**src/shared/fns_pkg.sv**
```systemverilog
// Constants and types shared by the fieldbus node status front end
package fns_pkg;

	// ==========================================================
	// Clock and timing
	localparam int CLK_HZ = 125_000_000;
	localparam int FLASH_PERIOD_MS = 1000;
	localparam int SLOTS_PER_FLASH = 4;
	localparam int SLOT_CYCLES =
		(CLK_HZ / 1000) * FLASH_PERIOD_MS / SLOTS_PER_FLASH;
	localparam int TRAFFIC_MS = 50;
	localparam int TRAFFIC_CYCLES = (CLK_HZ / 1000) * TRAFFIC_MS;
	localparam int SAMPLE_DELAY = 3;

	// ==========================================================
	// Register offsets (byte addresses)
	localparam logic [7:0] OFS_CTRL = 8'h00;
	localparam logic [7:0] OFS_GUARD_TIME = 8'h04;
	localparam logic [7:0] OFS_LIFE_FACTOR = 8'h08;
	localparam logic [7:0] OFS_STATUS = 8'h0C;
	localparam logic [7:0] OFS_SLOT_DIV = 8'h10;

	// ==========================================================
	// Field positions
	localparam int CTRL_CMD_LSB = 0;
	localparam int CTRL_PDCFG_LSB = 2;
	localparam int ST_ADDR_LSB = 0;
	localparam int ST_BAUD_LSB = 8;
	localparam int ST_VALID_BIT = 10;
	localparam int ST_NMT_LSB = 12;
	localparam int ST_GUARD_BIT = 14;
	localparam int ST_ACTIVE_BIT = 15;

	// ==========================================================
	// Encodings and reset values
	localparam logic [1:0] CMD_NONE = 2'h0;
	localparam logic [1:0] CMD_START = 2'h1;
	localparam logic [1:0] CMD_STOP = 2'h2;
	localparam logic [1:0] CMD_PREOP = 2'h3;
	localparam logic [1:0] PDCFG_DRIVE = 2'h0;
	localparam logic [1:0] PDCFG_IO_ONLY = 2'h1;
	localparam logic [1:0] PDCFG_INPUT_ONLY = 2'h2;
	localparam logic [1:0] BAUD_125K = 2'h0;
	localparam logic [1:0] BAUD_250K = 2'h1;
	localparam logic [1:0] BAUD_500K = 2'h2;
	localparam logic [1:0] BAUD_1M = 2'h3;
	localparam logic [6:0] ADDR_INVALID = 7'h00;
	localparam logic [15:0] GUARD_TIME_RST = 16'h0000;
	localparam logic [7:0] LIFE_FACTOR_RST = 8'h00;

	typedef enum logic [1:0] {
		NMT_PREOP,
		NMT_OPER,
		NMT_STOPPED
	} fns_nmt_t;

endpackage

```
**src/hw/fns_status.sv**
```systemverilog
// Fieldbus node status indicators, switch decode and NMT state
//
// Decided for this implementation: the APB interface to the registers and the placing of the registers.
`timescale 1ns/100ps

module fns_status import fns_pkg::*; #(
	parameter int SLOT_CYCLES_P = SLOT_CYCLES,
	parameter int TRAFFIC_CYCLES_P = TRAFFIC_CYCLES
) (
	input wire logic pclk,
	input wire logic presetn,
	input wire logic psel,
	input wire logic penable,
	input wire logic pwrite,
	input wire logic [7:0] paddr,
	input wire logic [31:0] pwdata,
	output logic [31:0] prdata,
	output logic pready,
	output logic pslverr,
	input wire logic [6:0] address_switch_bank,
	input wire logic [1:0] rate_config_switch_bank,
	input wire logic maint_switch_off,
	input wire logic msg_sent,
	input wire logic msg_rcvd_own,
	input wire logic guard_request,
	input wire logic life_timeout,
	input wire logic ctrl_error_passive,
	input wire logic ctrl_bus_off,
	input wire logic drive_fault,
	input wire logic drive_words_disabled,
	input wire logic drive_link_down,
	output logic [6:0] node_addr,
	output logic [1:0] baud_sel,
	output logic bus_enable,
	output logic error_frame_enable,
	output logic nmt_accept,
	output logic sdo_accept,
	output logic pdo_accept,
	output logic traffic_led,
	output logic lifetime_led,
	output logic state_led,
	output logic bus_error_led,
	output logic system_fault_led
);

	// ==========================================================
	// State record
	typedef struct packed {
		logic [6:0] addr_s1;
		logic [6:0] addr_s2;
		logic [1:0] rate_s1;
		logic [1:0] rate_s2;
		logic maint_s1;
		logic maint_s2;
		logic [1:0] sample_cnt;
		logic sampled;
		logic [6:0] addr;
		logic [1:0] baud;
		fns_nmt_t nmt;
		logic [1:0] pd_cfg;
		logic [15:0] guard_time;
		logic [7:0] life_factor;
		logic guard_started;
		logic [31:0] slot_div;
		logic [31:0] slot_cnt;
		logic [2:0] slot;
		logic [31:0] traffic_cnt;
		logic [31:0] prdata;
		logic pready;
		logic pslverr;
		logic bus_en;
		logic err_frame_en;
		logic nmt_acc;
		logic sdo_acc;
		logic pdo_acc;
		logic led_traffic;
		logic led_life;
		logic led_state;
		logic led_bus;
		logic led_sys;
	} fns_state_t;

	fns_state_t state_reg;
	fns_state_t state_next;

	// Decoded helpers
	logic wr_hit;
	logic setup;
	logic [1:0] cmd;
	logic mon_enabled;
	logic addr_ok;
	logic slot_end;
	logic flash_1s;
	logic blink_once;
	logic blink_twice;
	logic [31:0] status_word;

	// ==========================================================
	// Combinational next state
	always_comb begin
		state_next = state_reg;
		setup = psel && !penable;
		wr_hit = psel && penable && state_reg.pready && pwrite;
		cmd = CMD_NONE;
		mon_enabled = (state_reg.guard_time != GUARD_TIME_RST) &&
			(state_reg.life_factor != LIFE_FACTOR_RST);
		addr_ok = state_reg.addr != ADDR_INVALID;
		slot_end = state_reg.slot_cnt >= state_reg.slot_div - 32'h1;
		// 1 s square wave: two slots on, two off
		flash_1s = !state_reg.slot[1];
		// Eight-slot cycle for counted blinks
		blink_once = state_reg.slot == 3'h0;
		blink_twice = (state_reg.slot == 3'h0) ||
			(state_reg.slot == 3'h2);

		// Pin synchronisers
		state_next.addr_s1 = address_switch_bank;
		state_next.addr_s2 = state_reg.addr_s1;
		state_next.rate_s1 = rate_config_switch_bank;
		state_next.rate_s2 = state_reg.rate_s1;
		state_next.maint_s1 = maint_switch_off;
		state_next.maint_s2 = state_reg.maint_s1;

		// One-time switch capture after the synchronisers fill
		if (!state_reg.sampled) begin
			if (state_reg.sample_cnt == 2'(SAMPLE_DELAY - 1)) begin
				state_next.sampled = 1'b1;
				state_next.addr = state_reg.addr_s2;
				state_next.baud = state_reg.rate_s2;
			end else begin
				state_next.sample_cnt = state_reg.sample_cnt + 2'h1;
			end
		end

		// Flash slot timer
		if (slot_end) begin
			state_next.slot_cnt = 32'h0;
			state_next.slot = state_reg.slot + 3'h1;
		end else begin
			state_next.slot_cnt = state_reg.slot_cnt + 32'h1;
		end

		// Traffic pulse stretcher
		if (state_reg.bus_en && (msg_sent || msg_rcvd_own)) begin
			state_next.traffic_cnt = 32'(TRAFFIC_CYCLES_P);
		end else if (state_reg.traffic_cnt != 32'h0) begin
			state_next.traffic_cnt = state_reg.traffic_cnt - 32'h1;
		end

		// APB answer: registered one cycle after setup
		state_next.pready = 1'b0;
		state_next.pslverr = 1'b0;
		if (setup) begin
			state_next.pready = 1'b1;
			unique case (paddr)
				OFS_CTRL: begin
					state_next.prdata = 32'h0;
					state_next.prdata[CTRL_PDCFG_LSB +: 2] =
						state_reg.pd_cfg;
				end
				OFS_GUARD_TIME: begin
					state_next.prdata = {16'h0, state_reg.guard_time};
				end
				OFS_LIFE_FACTOR: begin
					state_next.prdata = {24'h0, state_reg.life_factor};
				end
				OFS_STATUS: begin
					state_next.prdata = status_word;
				end
				OFS_SLOT_DIV: begin
					state_next.prdata = state_reg.slot_div;
				end
				default: begin
					state_next.prdata = 32'h0;
					state_next.pslverr = 1'b1;
				end
			endcase
		end else if (state_reg.pready) begin
			state_next.prdata = 32'h0;
		end

		// APB writes take effect at the completing edge
		if (wr_hit) begin
			unique case (paddr)
				OFS_CTRL: begin
					cmd = pwdata[CTRL_CMD_LSB +: 2];
					state_next.pd_cfg = pwdata[CTRL_PDCFG_LSB +: 2];
				end
				OFS_GUARD_TIME: begin
					state_next.guard_time = pwdata[15:0];
				end
				OFS_LIFE_FACTOR: begin
					state_next.life_factor = pwdata[7:0];
				end
				OFS_SLOT_DIV: begin
					if (pwdata != 32'h0) begin
						state_next.slot_div = pwdata;
					end
				end
				default: begin
				end
			endcase
		end

		// NMT state machine, commands only while on the bus
		if (state_reg.bus_en) begin
			unique case (cmd)
				CMD_START: state_next.nmt = NMT_OPER;
				CMD_STOP: state_next.nmt = NMT_STOPPED;
				CMD_PREOP: state_next.nmt = NMT_PREOP;
				default: begin
				end
			endcase
		end

		// Guarding starts on first request once monitoring is set up
		if (!mon_enabled) begin
			state_next.guard_started = 1'b0;
		end else if (guard_request && state_reg.bus_en) begin
			state_next.guard_started = 1'b1;
		end

		// Bus participation
		state_next.bus_en = state_reg.sampled && addr_ok &&
			!ctrl_bus_off;
		state_next.err_frame_en = state_next.bus_en &&
			!ctrl_error_passive;
		state_next.nmt_acc = state_next.bus_en;
		// Accepts follow the current state, in step with the state LED
		state_next.sdo_acc = state_next.bus_en &&
			(state_reg.nmt != NMT_STOPPED);
		state_next.pdo_acc = state_next.bus_en &&
			(state_reg.nmt == NMT_OPER);

		// Traffic, lifetime and state indicators
		if (state_reg.sampled && !addr_ok) begin
			state_next.led_traffic = flash_1s;
			state_next.led_life = flash_1s;
			state_next.led_state = flash_1s;
		end else begin
			state_next.led_traffic = state_reg.traffic_cnt != 32'h0;
			if (!mon_enabled || !state_reg.guard_started) begin
				state_next.led_life = 1'b0;
			end else if (life_timeout) begin
				state_next.led_life = flash_1s;
			end else begin
				state_next.led_life = 1'b1;
			end
			unique case (state_reg.nmt)
				NMT_PREOP: state_next.led_state = flash_1s;
				NMT_OPER: state_next.led_state = 1'b1;
				NMT_STOPPED: state_next.led_state = 1'b0;
			endcase
		end

		// Physical bus error indicator
		if (ctrl_bus_off) begin
			state_next.led_bus = 1'b1;
		end else if (ctrl_error_passive) begin
			state_next.led_bus = flash_1s;
		end else begin
			state_next.led_bus = 1'b0;
		end

		// System fault indicator, link loss has priority
		if (state_reg.pd_cfg != PDCFG_DRIVE) begin
			state_next.led_sys = 1'b0;
		end else if (drive_link_down || state_reg.maint_s2) begin
			state_next.led_sys = 1'b1;
		end else if (drive_words_disabled) begin
			state_next.led_sys = blink_twice;
		end else if (drive_fault) begin
			state_next.led_sys = blink_once;
		end else begin
			state_next.led_sys = 1'b0;
		end
	end

	// ==========================================================
	// Status word assembly
	always_comb begin
		status_word = 32'h0;
		status_word[ST_ADDR_LSB +: 7] = state_reg.addr;
		status_word[ST_BAUD_LSB +: 2] = state_reg.baud;
		status_word[ST_VALID_BIT] = state_reg.sampled &&
			(state_reg.addr != ADDR_INVALID);
		status_word[ST_NMT_LSB +: 2] = state_reg.nmt;
		status_word[ST_GUARD_BIT] = state_reg.guard_started;
		status_word[ST_ACTIVE_BIT] = state_reg.bus_en;
	end

	// ==========================================================
	// State register
	always_ff @(posedge pclk or negedge presetn) begin
		if (!presetn) begin
			state_reg <= '0;
			state_reg.nmt <= NMT_PREOP;
			state_reg.pd_cfg <= PDCFG_DRIVE;
			state_reg.guard_time <= GUARD_TIME_RST;
			state_reg.life_factor <= LIFE_FACTOR_RST;
			state_reg.slot_div <= 32'(SLOT_CYCLES_P);
		end else begin
			state_reg <= state_next;
		end
	end

	// ==========================================================
	// Outputs straight from the state register
	assign prdata = state_reg.prdata;
	assign pready = state_reg.pready;
	assign pslverr = state_reg.pslverr;
	assign node_addr = state_reg.addr;
	assign baud_sel = state_reg.baud;
	assign bus_enable = state_reg.bus_en;
	assign error_frame_enable = state_reg.err_frame_en;
	assign nmt_accept = state_reg.nmt_acc;
	assign sdo_accept = state_reg.sdo_acc;
	assign pdo_accept = state_reg.pdo_acc;
	assign traffic_led = state_reg.led_traffic;
	assign lifetime_led = state_reg.led_life;
	assign state_led = state_reg.led_state;
	assign bus_error_led = state_reg.led_bus;
	assign system_fault_led = state_reg.led_sys;

endmodule

```
**config.mk**
```make
export PLATFORM = sky130hd
export DESIGN_NAME = fns_status
export DESIGN_NICKNAME = d
export VERILOG_FILES = /design/src/shared/fns_pkg.sv /design/src/hw/fns_status.sv
export SDC_FILE = /design/constraint.sdc
export NUM_CORES = 1
export LEC_CHECK = 0
export ABC_AREA = 1
export BUFFER_PORTS_ARGS = -buffer_cell sky130_fd_sc_hd__buf_2
export CELL_PAD_IN_SITES_DETAIL_PLACEMENT = 1
export CELL_PAD_IN_SITES_GLOBAL_PLACEMENT = 1
export CORE_MARGIN = 3
export CORE_UTILIZATION = 34
export CTS_CLUSTER_DIAMETER = 30
export DETAILED_ROUTE_END_ITERATION = 12
export GPL_TIMING_DRIVEN = 1
export HOLD_SLACK_MARGIN = 0.15
export PLACE_DENSITY = 0.7
export SLEW_MARGIN = 20
export SYNTH_ARGS = -nofsm -noshare
export SYNTH_HDL_FRONTEND = slang
export SYNTH_SLANG_ARGS = --single-unit
export TNS_END_PERCENT = 50
```
**constraint.sdc**
```tcl
create_clock -name pclk -period 3.3 [get_ports pclk]
set_input_delay 0.66 -clock pclk [delete_from_list [all_inputs] [get_ports pclk]]
set_output_delay 0.66 -clock pclk [all_outputs]
set_load 0.02 [all_outputs]
```
## Word level (Yosys, flattened, before mapping)

Index checks and enable logic that the tools add are counted.

| operators by class | value |
|---|---|
| bitwise logic cells | 2 |
| magnitude comparators | 1 |
| eq/ne operators | 13 |
| reductions and logical operators | 44 |
| multiplexer cells | 25 |
| $add $sub $neg | 5 |

Operators with widths:

| kind | count |
|---|---|
| 32-bit two-way mux | 5 |
| 32-bit one-hot mux with 5 select lines | 1 |
| 32-bit nonzero test | 2 |
| 32-bit by 1-bit subtractor with 32-bit output (second input constant) | 2 |
| 32-bit by 1-bit adder with 32-bit output (second input constant) | 1 |
| 32-bit greater-or-equal comparator | 1 |
| 10-bit two-way mux | 2 |
| 8-bit by 4-bit equality test with 1-bit output (second input constant) | 2 |
| 16-bit nonzero test | 1 |
| 1-bit logical AND | 13 |
| 2-bit AND reduction | 6 |
| 1-bit two-way mux | 11 |
| 2-bit equality test (second input constant) | 4 |
| 8-bit by 3-bit equality test with 1-bit output (second input constant) | 1 |
| 8-bit by 5-bit equality test with 1-bit output (second input constant) | 1 |
| 8-bit zero test | 1 |
| 8-bit nonzero test | 1 |
| 1-bit zero test | 7 |
| 7-bit nonzero test | 1 |
| 2-bit two-way mux | 3 |
| 2-bit one-hot mux with 3 select lines | 1 |
| 2-bit nonzero test | 3 |
| 5-bit OR reduction | 1 |
| 2-bit by 1-bit equality test with 1-bit output (second input constant) | 2 |
| 13 further kinds | 17 |

| storage, ports and cells | value |
|---|---|
| word-level logic and storage cells | 121 |
| input bits | 64 |
| output and inout bits | 53 |
| bits in registers | 203 |

## Depth between registers and ports, before layout

| depth | value |
|---|---|
| depth in word-level cells | 7 |
| gate-level depth with buffers | 20 |
| mapped depth without buffers | 20 |

## Worst setup path after synthesis

Ideal clock, no wire load.

| timing path | value |
|---|---|
| path kind | register -> register |
| start point | register state_reg[113] (netlist bit) |
| end point | register state_reg[102] (netlist bit) |
| buffers on the path | 1 |
| cell stages (with the launch flop) | 16 |
| path slack | 0.643 ns |
| data arrival time | 2.585 ns |
| data required time | 3.228 ns |
| cells stage by stage | dfrtp_1 nor2_1 nand2_1 nor2_1 nand2b_1 nor2_1 nand2_1 xor2_1 ha_1 a21oi_1 o21a_1 a21oi_1 nor2_1 nand2_1 buf_2 nor2_1 |

RTL lines:

| what | RTL line | source |
|---|---|---|
| start: declaration | fns_status.sv:83 | `fns_state_t state_reg;` |
| start signal: assignment | fns_status.sv:303 | `state_reg <= state_next;` |

==> metrics.yaml <==
status:
  outcome: "completed"
clock_network:
  numCtsBuffers: 53
  clk_pin_slew_worst_paths_ps: 50
  clock_latency_ps: 570
  root_buffer: "clkbuf_16"
  h-tree-depth: 2
  cts_tree: "done"
  cts.sinks: 203
  cts.path.max_buffers: 3
power:
  p_leak_nw: 6.99
  switching_share_pct: 24.0
  power-per-cell-area_nw_per_um2: 601
  vdd_drop_max_mv: 0.444
  p_clk_share_pct: 62.8
  power_switching_mw: 2.01
  power_frac_seq_pct: 31.2
  p_comb_share_pct: 6.0
  power.internal_mw: 6.36
die:
  die_w_um: 187
  rows: 65
  initial_core_util_pct: 34.9
  pin_count: 117
  die_h_um: 187
  core_um2: 31900
  dieArea_um2: 34900
worst_setup_path:
  cp.required_ps: 3700
  path_delay_family: "simple AND/OR/NAND/NOR gates"
  worst-setup-path-type: "reg -> reg"
  cp_common_cell: "nor2_1"
  r2r-end: "state_reg[100]"
  end_kind: "flip-flop"
  worstSetupEndpoint: "state_reg[100]"
  startpoint: "state_reg[127]"
  r2r_slack_ps: 240
  crit_chain: "nor2_1, nand2_1, nor2_1, nand2_1, nor4_1, buf_4, xor2_1, ha_1, nand2_1, nor2_1, nand4_1, nor2_1, nand2_1, nand2_4, buf_12, nor2_1"
  cp-start-kind: "flip-flop"
  cp_max_fo: 16
  path_buf_inv: 2
  max_stage_delay_ps: 450
  ff2ff_path_depth: 16
  path_depth: 16
  crit_slowest_cell: "dfrtp_1"
  worst_ep_arrival_time_ps: 3470
  r2r_start: "state_reg[127]"
routing:
  avgRoutedWirePerCell_um: 17.4
  viasPerCell: 4.87
  drt_iter0_drc: 438
  ant_nets: 0
  wl_um: 34800
  num_vias: 9721
  drt_pass1_iterations: 5
  drc: 0
logic_synthesis:
  synth_top_area_share_pct: 42.8
  yosys_warnings: 0
  synth_cells: 1395
  yosys.area_share.simple_pct: 26.2
  syn-num-nets: 1500
  synthXorXnorAreaFrac_pct: 5.20
  avgSynthCellArea_um2: 7.97
  synthTopCellsByArea: "dfrtp_1 43%, nand2_1 11%, nor2_1 6.9%, inv_1 5.6%, ha_1 4.6%"
  syn-cell-area_um2: 11100
  ys_ff_latch: 203
  yosys.area_share.adder_pct: 4.61
  synthMuxAreaShare_pct: 0.405
  synth_compound_area_share_pct: 8.24
  netlist.top_cell.by_area: "dfrtp_1"
  synth_cell_type_count: 45
  synth_top_family_by_area: "simple AND/OR/NAND/NOR gates"
  seq_area_frac_synth_pct: 45.8
placement:
  hpwlAfterDp_um: 25800
  placed_cells: 1897
  placed_area_um2: 12000
  portBuffers: 116
  place.gp.congestion: 0.857
layout:
  fillCellCount: 3871
  multi_input_area_um2: 5000
  nets: 1624
  finalNonFillerCells: 1998
  insertedDiodeCount: 0
  utilization_pct: 43.7
  largest_reg_flops: 141
  ff_latch_area_um2: 5100
  syn_to_final_growth_pct: 25.2
  postLayoutCellArea_um2: 13900
  drive_gt1_share_pct: 17.8
global_routing:
  grt_pass1_vias: 10500
  grt_max_degree: 73
  grt_pass1_wl_um: 56300
  grtUsageTotal_pct: 19.8
  gr-total-overflow: 0
  antenna_found_initial: 0
hold_path:
  holdCritPathClass: "in -> reg"
  min_from: "rate_config_switch_bank[0]"
timing:
  maxSlewViolCount: 0
  min_period_over_period_pct: 92.8
  finalCriticalPeriod_ps: 3060
  rsz0062_at_grt: "false"
  skew_ps: 52.7
  finalHoldViolCount: 0
  worst_pin_slew_ps: 909
  maxSlewHeadroom_pct: 39.3
  setup_viol: 0
  fmax_ghz: 0.326
  tns_ps: 0
flow_run:
  cap_violations: 0
## worst min path at each step
stage                                 end  slack [ps]  cells after the start
after floorplan            state_reg[184]         330                      0
after global placement     state_reg[195]         330                      0
after detailed placement   state_reg[186]         340                      0
after CTS                 state_next[186]         160                      1
after global routing      state_next[192]         170                      1
final                     state_next[186]         190                      1
## cell usage after synthesis, drive strengths merged
| cell | number |
|---|---|
| nor4 | 7 |
| o21bai | 5 |
| dfrtp | 190 |
| o211ai | 3 |
| a21o | 3 |
| o31ai | 4 |
| clkinv | 2 |
| nor3 | 43 |
| nor2 | 217 |
| o22ai | 6 |
| buf | 52 |
| a21oi | 27 |
| mux2 | 4 |
| nand3 | 41 |
| xnor2 | 14 |
| o21ai | 100 |
| or2 | 4 |
| inv | 167 |
| a211oi | 2 |
| and2 | 1 |
| xor2 | 52 |
| dfstp | 13 |
| a32o | 8 |
| nand2b | 1 |
| nor3b | 1 |
| a21boi | 1 |
| a22o | 1 |
| o21a | 2 |
| ha | 41 |
| nand2 | 335 |
| nand3b | 6 |
| clkbuf | 14 |
| nand4 | 28 |
## power by group through the flow
stage	Sequential [mW]	Combinational, mW	Clock [mW]
after floorplan	2.64	0.289	0
after global placement	2.64	0.487	0
after detailed placement	2.65	0.503	0
after CTS	2.61	0.514	5.35
after global routing	2.62	0.566	5.50
final	2.61	0.503	5.25
## cell usage in the layout (no fill, tap or decap), types with 5 or more instances in the layout
| cell type | instances |
|---|---|
| nand2_1 | 326 |
| clkinv_2 | 8 |
| o22ai_1 | 6 |
| clkbuf_8 | 11 |
| inv_1 | 165 |
| nor2_1 | 199 |
| a21oi_1 | 27 |
| nor4_1 | 7 |
| nand2_2 | 6 |
| xnor2_1 | 14 |
| dfrtp_1 | 190 |
| clkbuf_1 | 11 |
| clkbuf_16 | 54 |
| xor2_1 | 52 |
| nand3b_1 | 6 |
| ha_1 | 41 |
| nand3_1 | 41 |
| nor3_1 | 39 |
| clkinvlp_4 | 5 |
| a32o_1 | 8 |
| nand4_1 | 28 |
| nor2_2 | 14 |
| buf_2 | 115 |
| o21ai_0 | 95 |
| o21bai_1 | 5 |
| bufinv_16 | 6 |
| dfstp_2 | 13 |
| buf_4 | 14 |
## cell type report
cell class / instances / share of cell area (%)
clock buffer: 74 / 10.8
clock inverter: 25 / 2.54
inverter: 169 / 4.59
multi-input combinational: 957 / 35.9
sequential: 203 / 36.6
tap: 435 / 3.91
timing repair buffer: 135 / 5.67
## cells by family (layout without fill, tap and decap cells)
group	Yosys count	after routing
compound gates	162	162
xor+xnor	66	66
fa+ha+maj	41	41
buf+inv	235	403
flops	203	203
mux	4	4
simple gates	684	684
## layer usage
layer | up-vias | share of wire [%] | track usage [%] | wire length, um
li1 | 4672 | - | - | -
met1 | 4802 | 45 | 25.8 | 15800
met2 | 178 | 48 | 33.6 | 16700
met3 | 69 | 4.1 | 3.62 | 1420
met4 | 0 | 2.5 | 5.87 | 872
met5 | - | 0 | 0 | 0
## timing repair
item | CTS | global route
buffers inserted | 0 | 0
hold buffers | 1 | 0
endpoints found under the setup margin | 0 | 35
endpoints found under the hold margin | 42 | 0
resized for setup | 0 | 9
## metrics by stage
stage               hold WS, ps  worst slack [ps]  total power, mW
CTS                         162              57.8             8.48
floorplan                   331               643             2.93
detailed placement          338               146             3.15
finish                      193               236             8.37
global placement            332               315             3.13
global route                174              32.4             8.69
(Power assumes the default switching activity.)
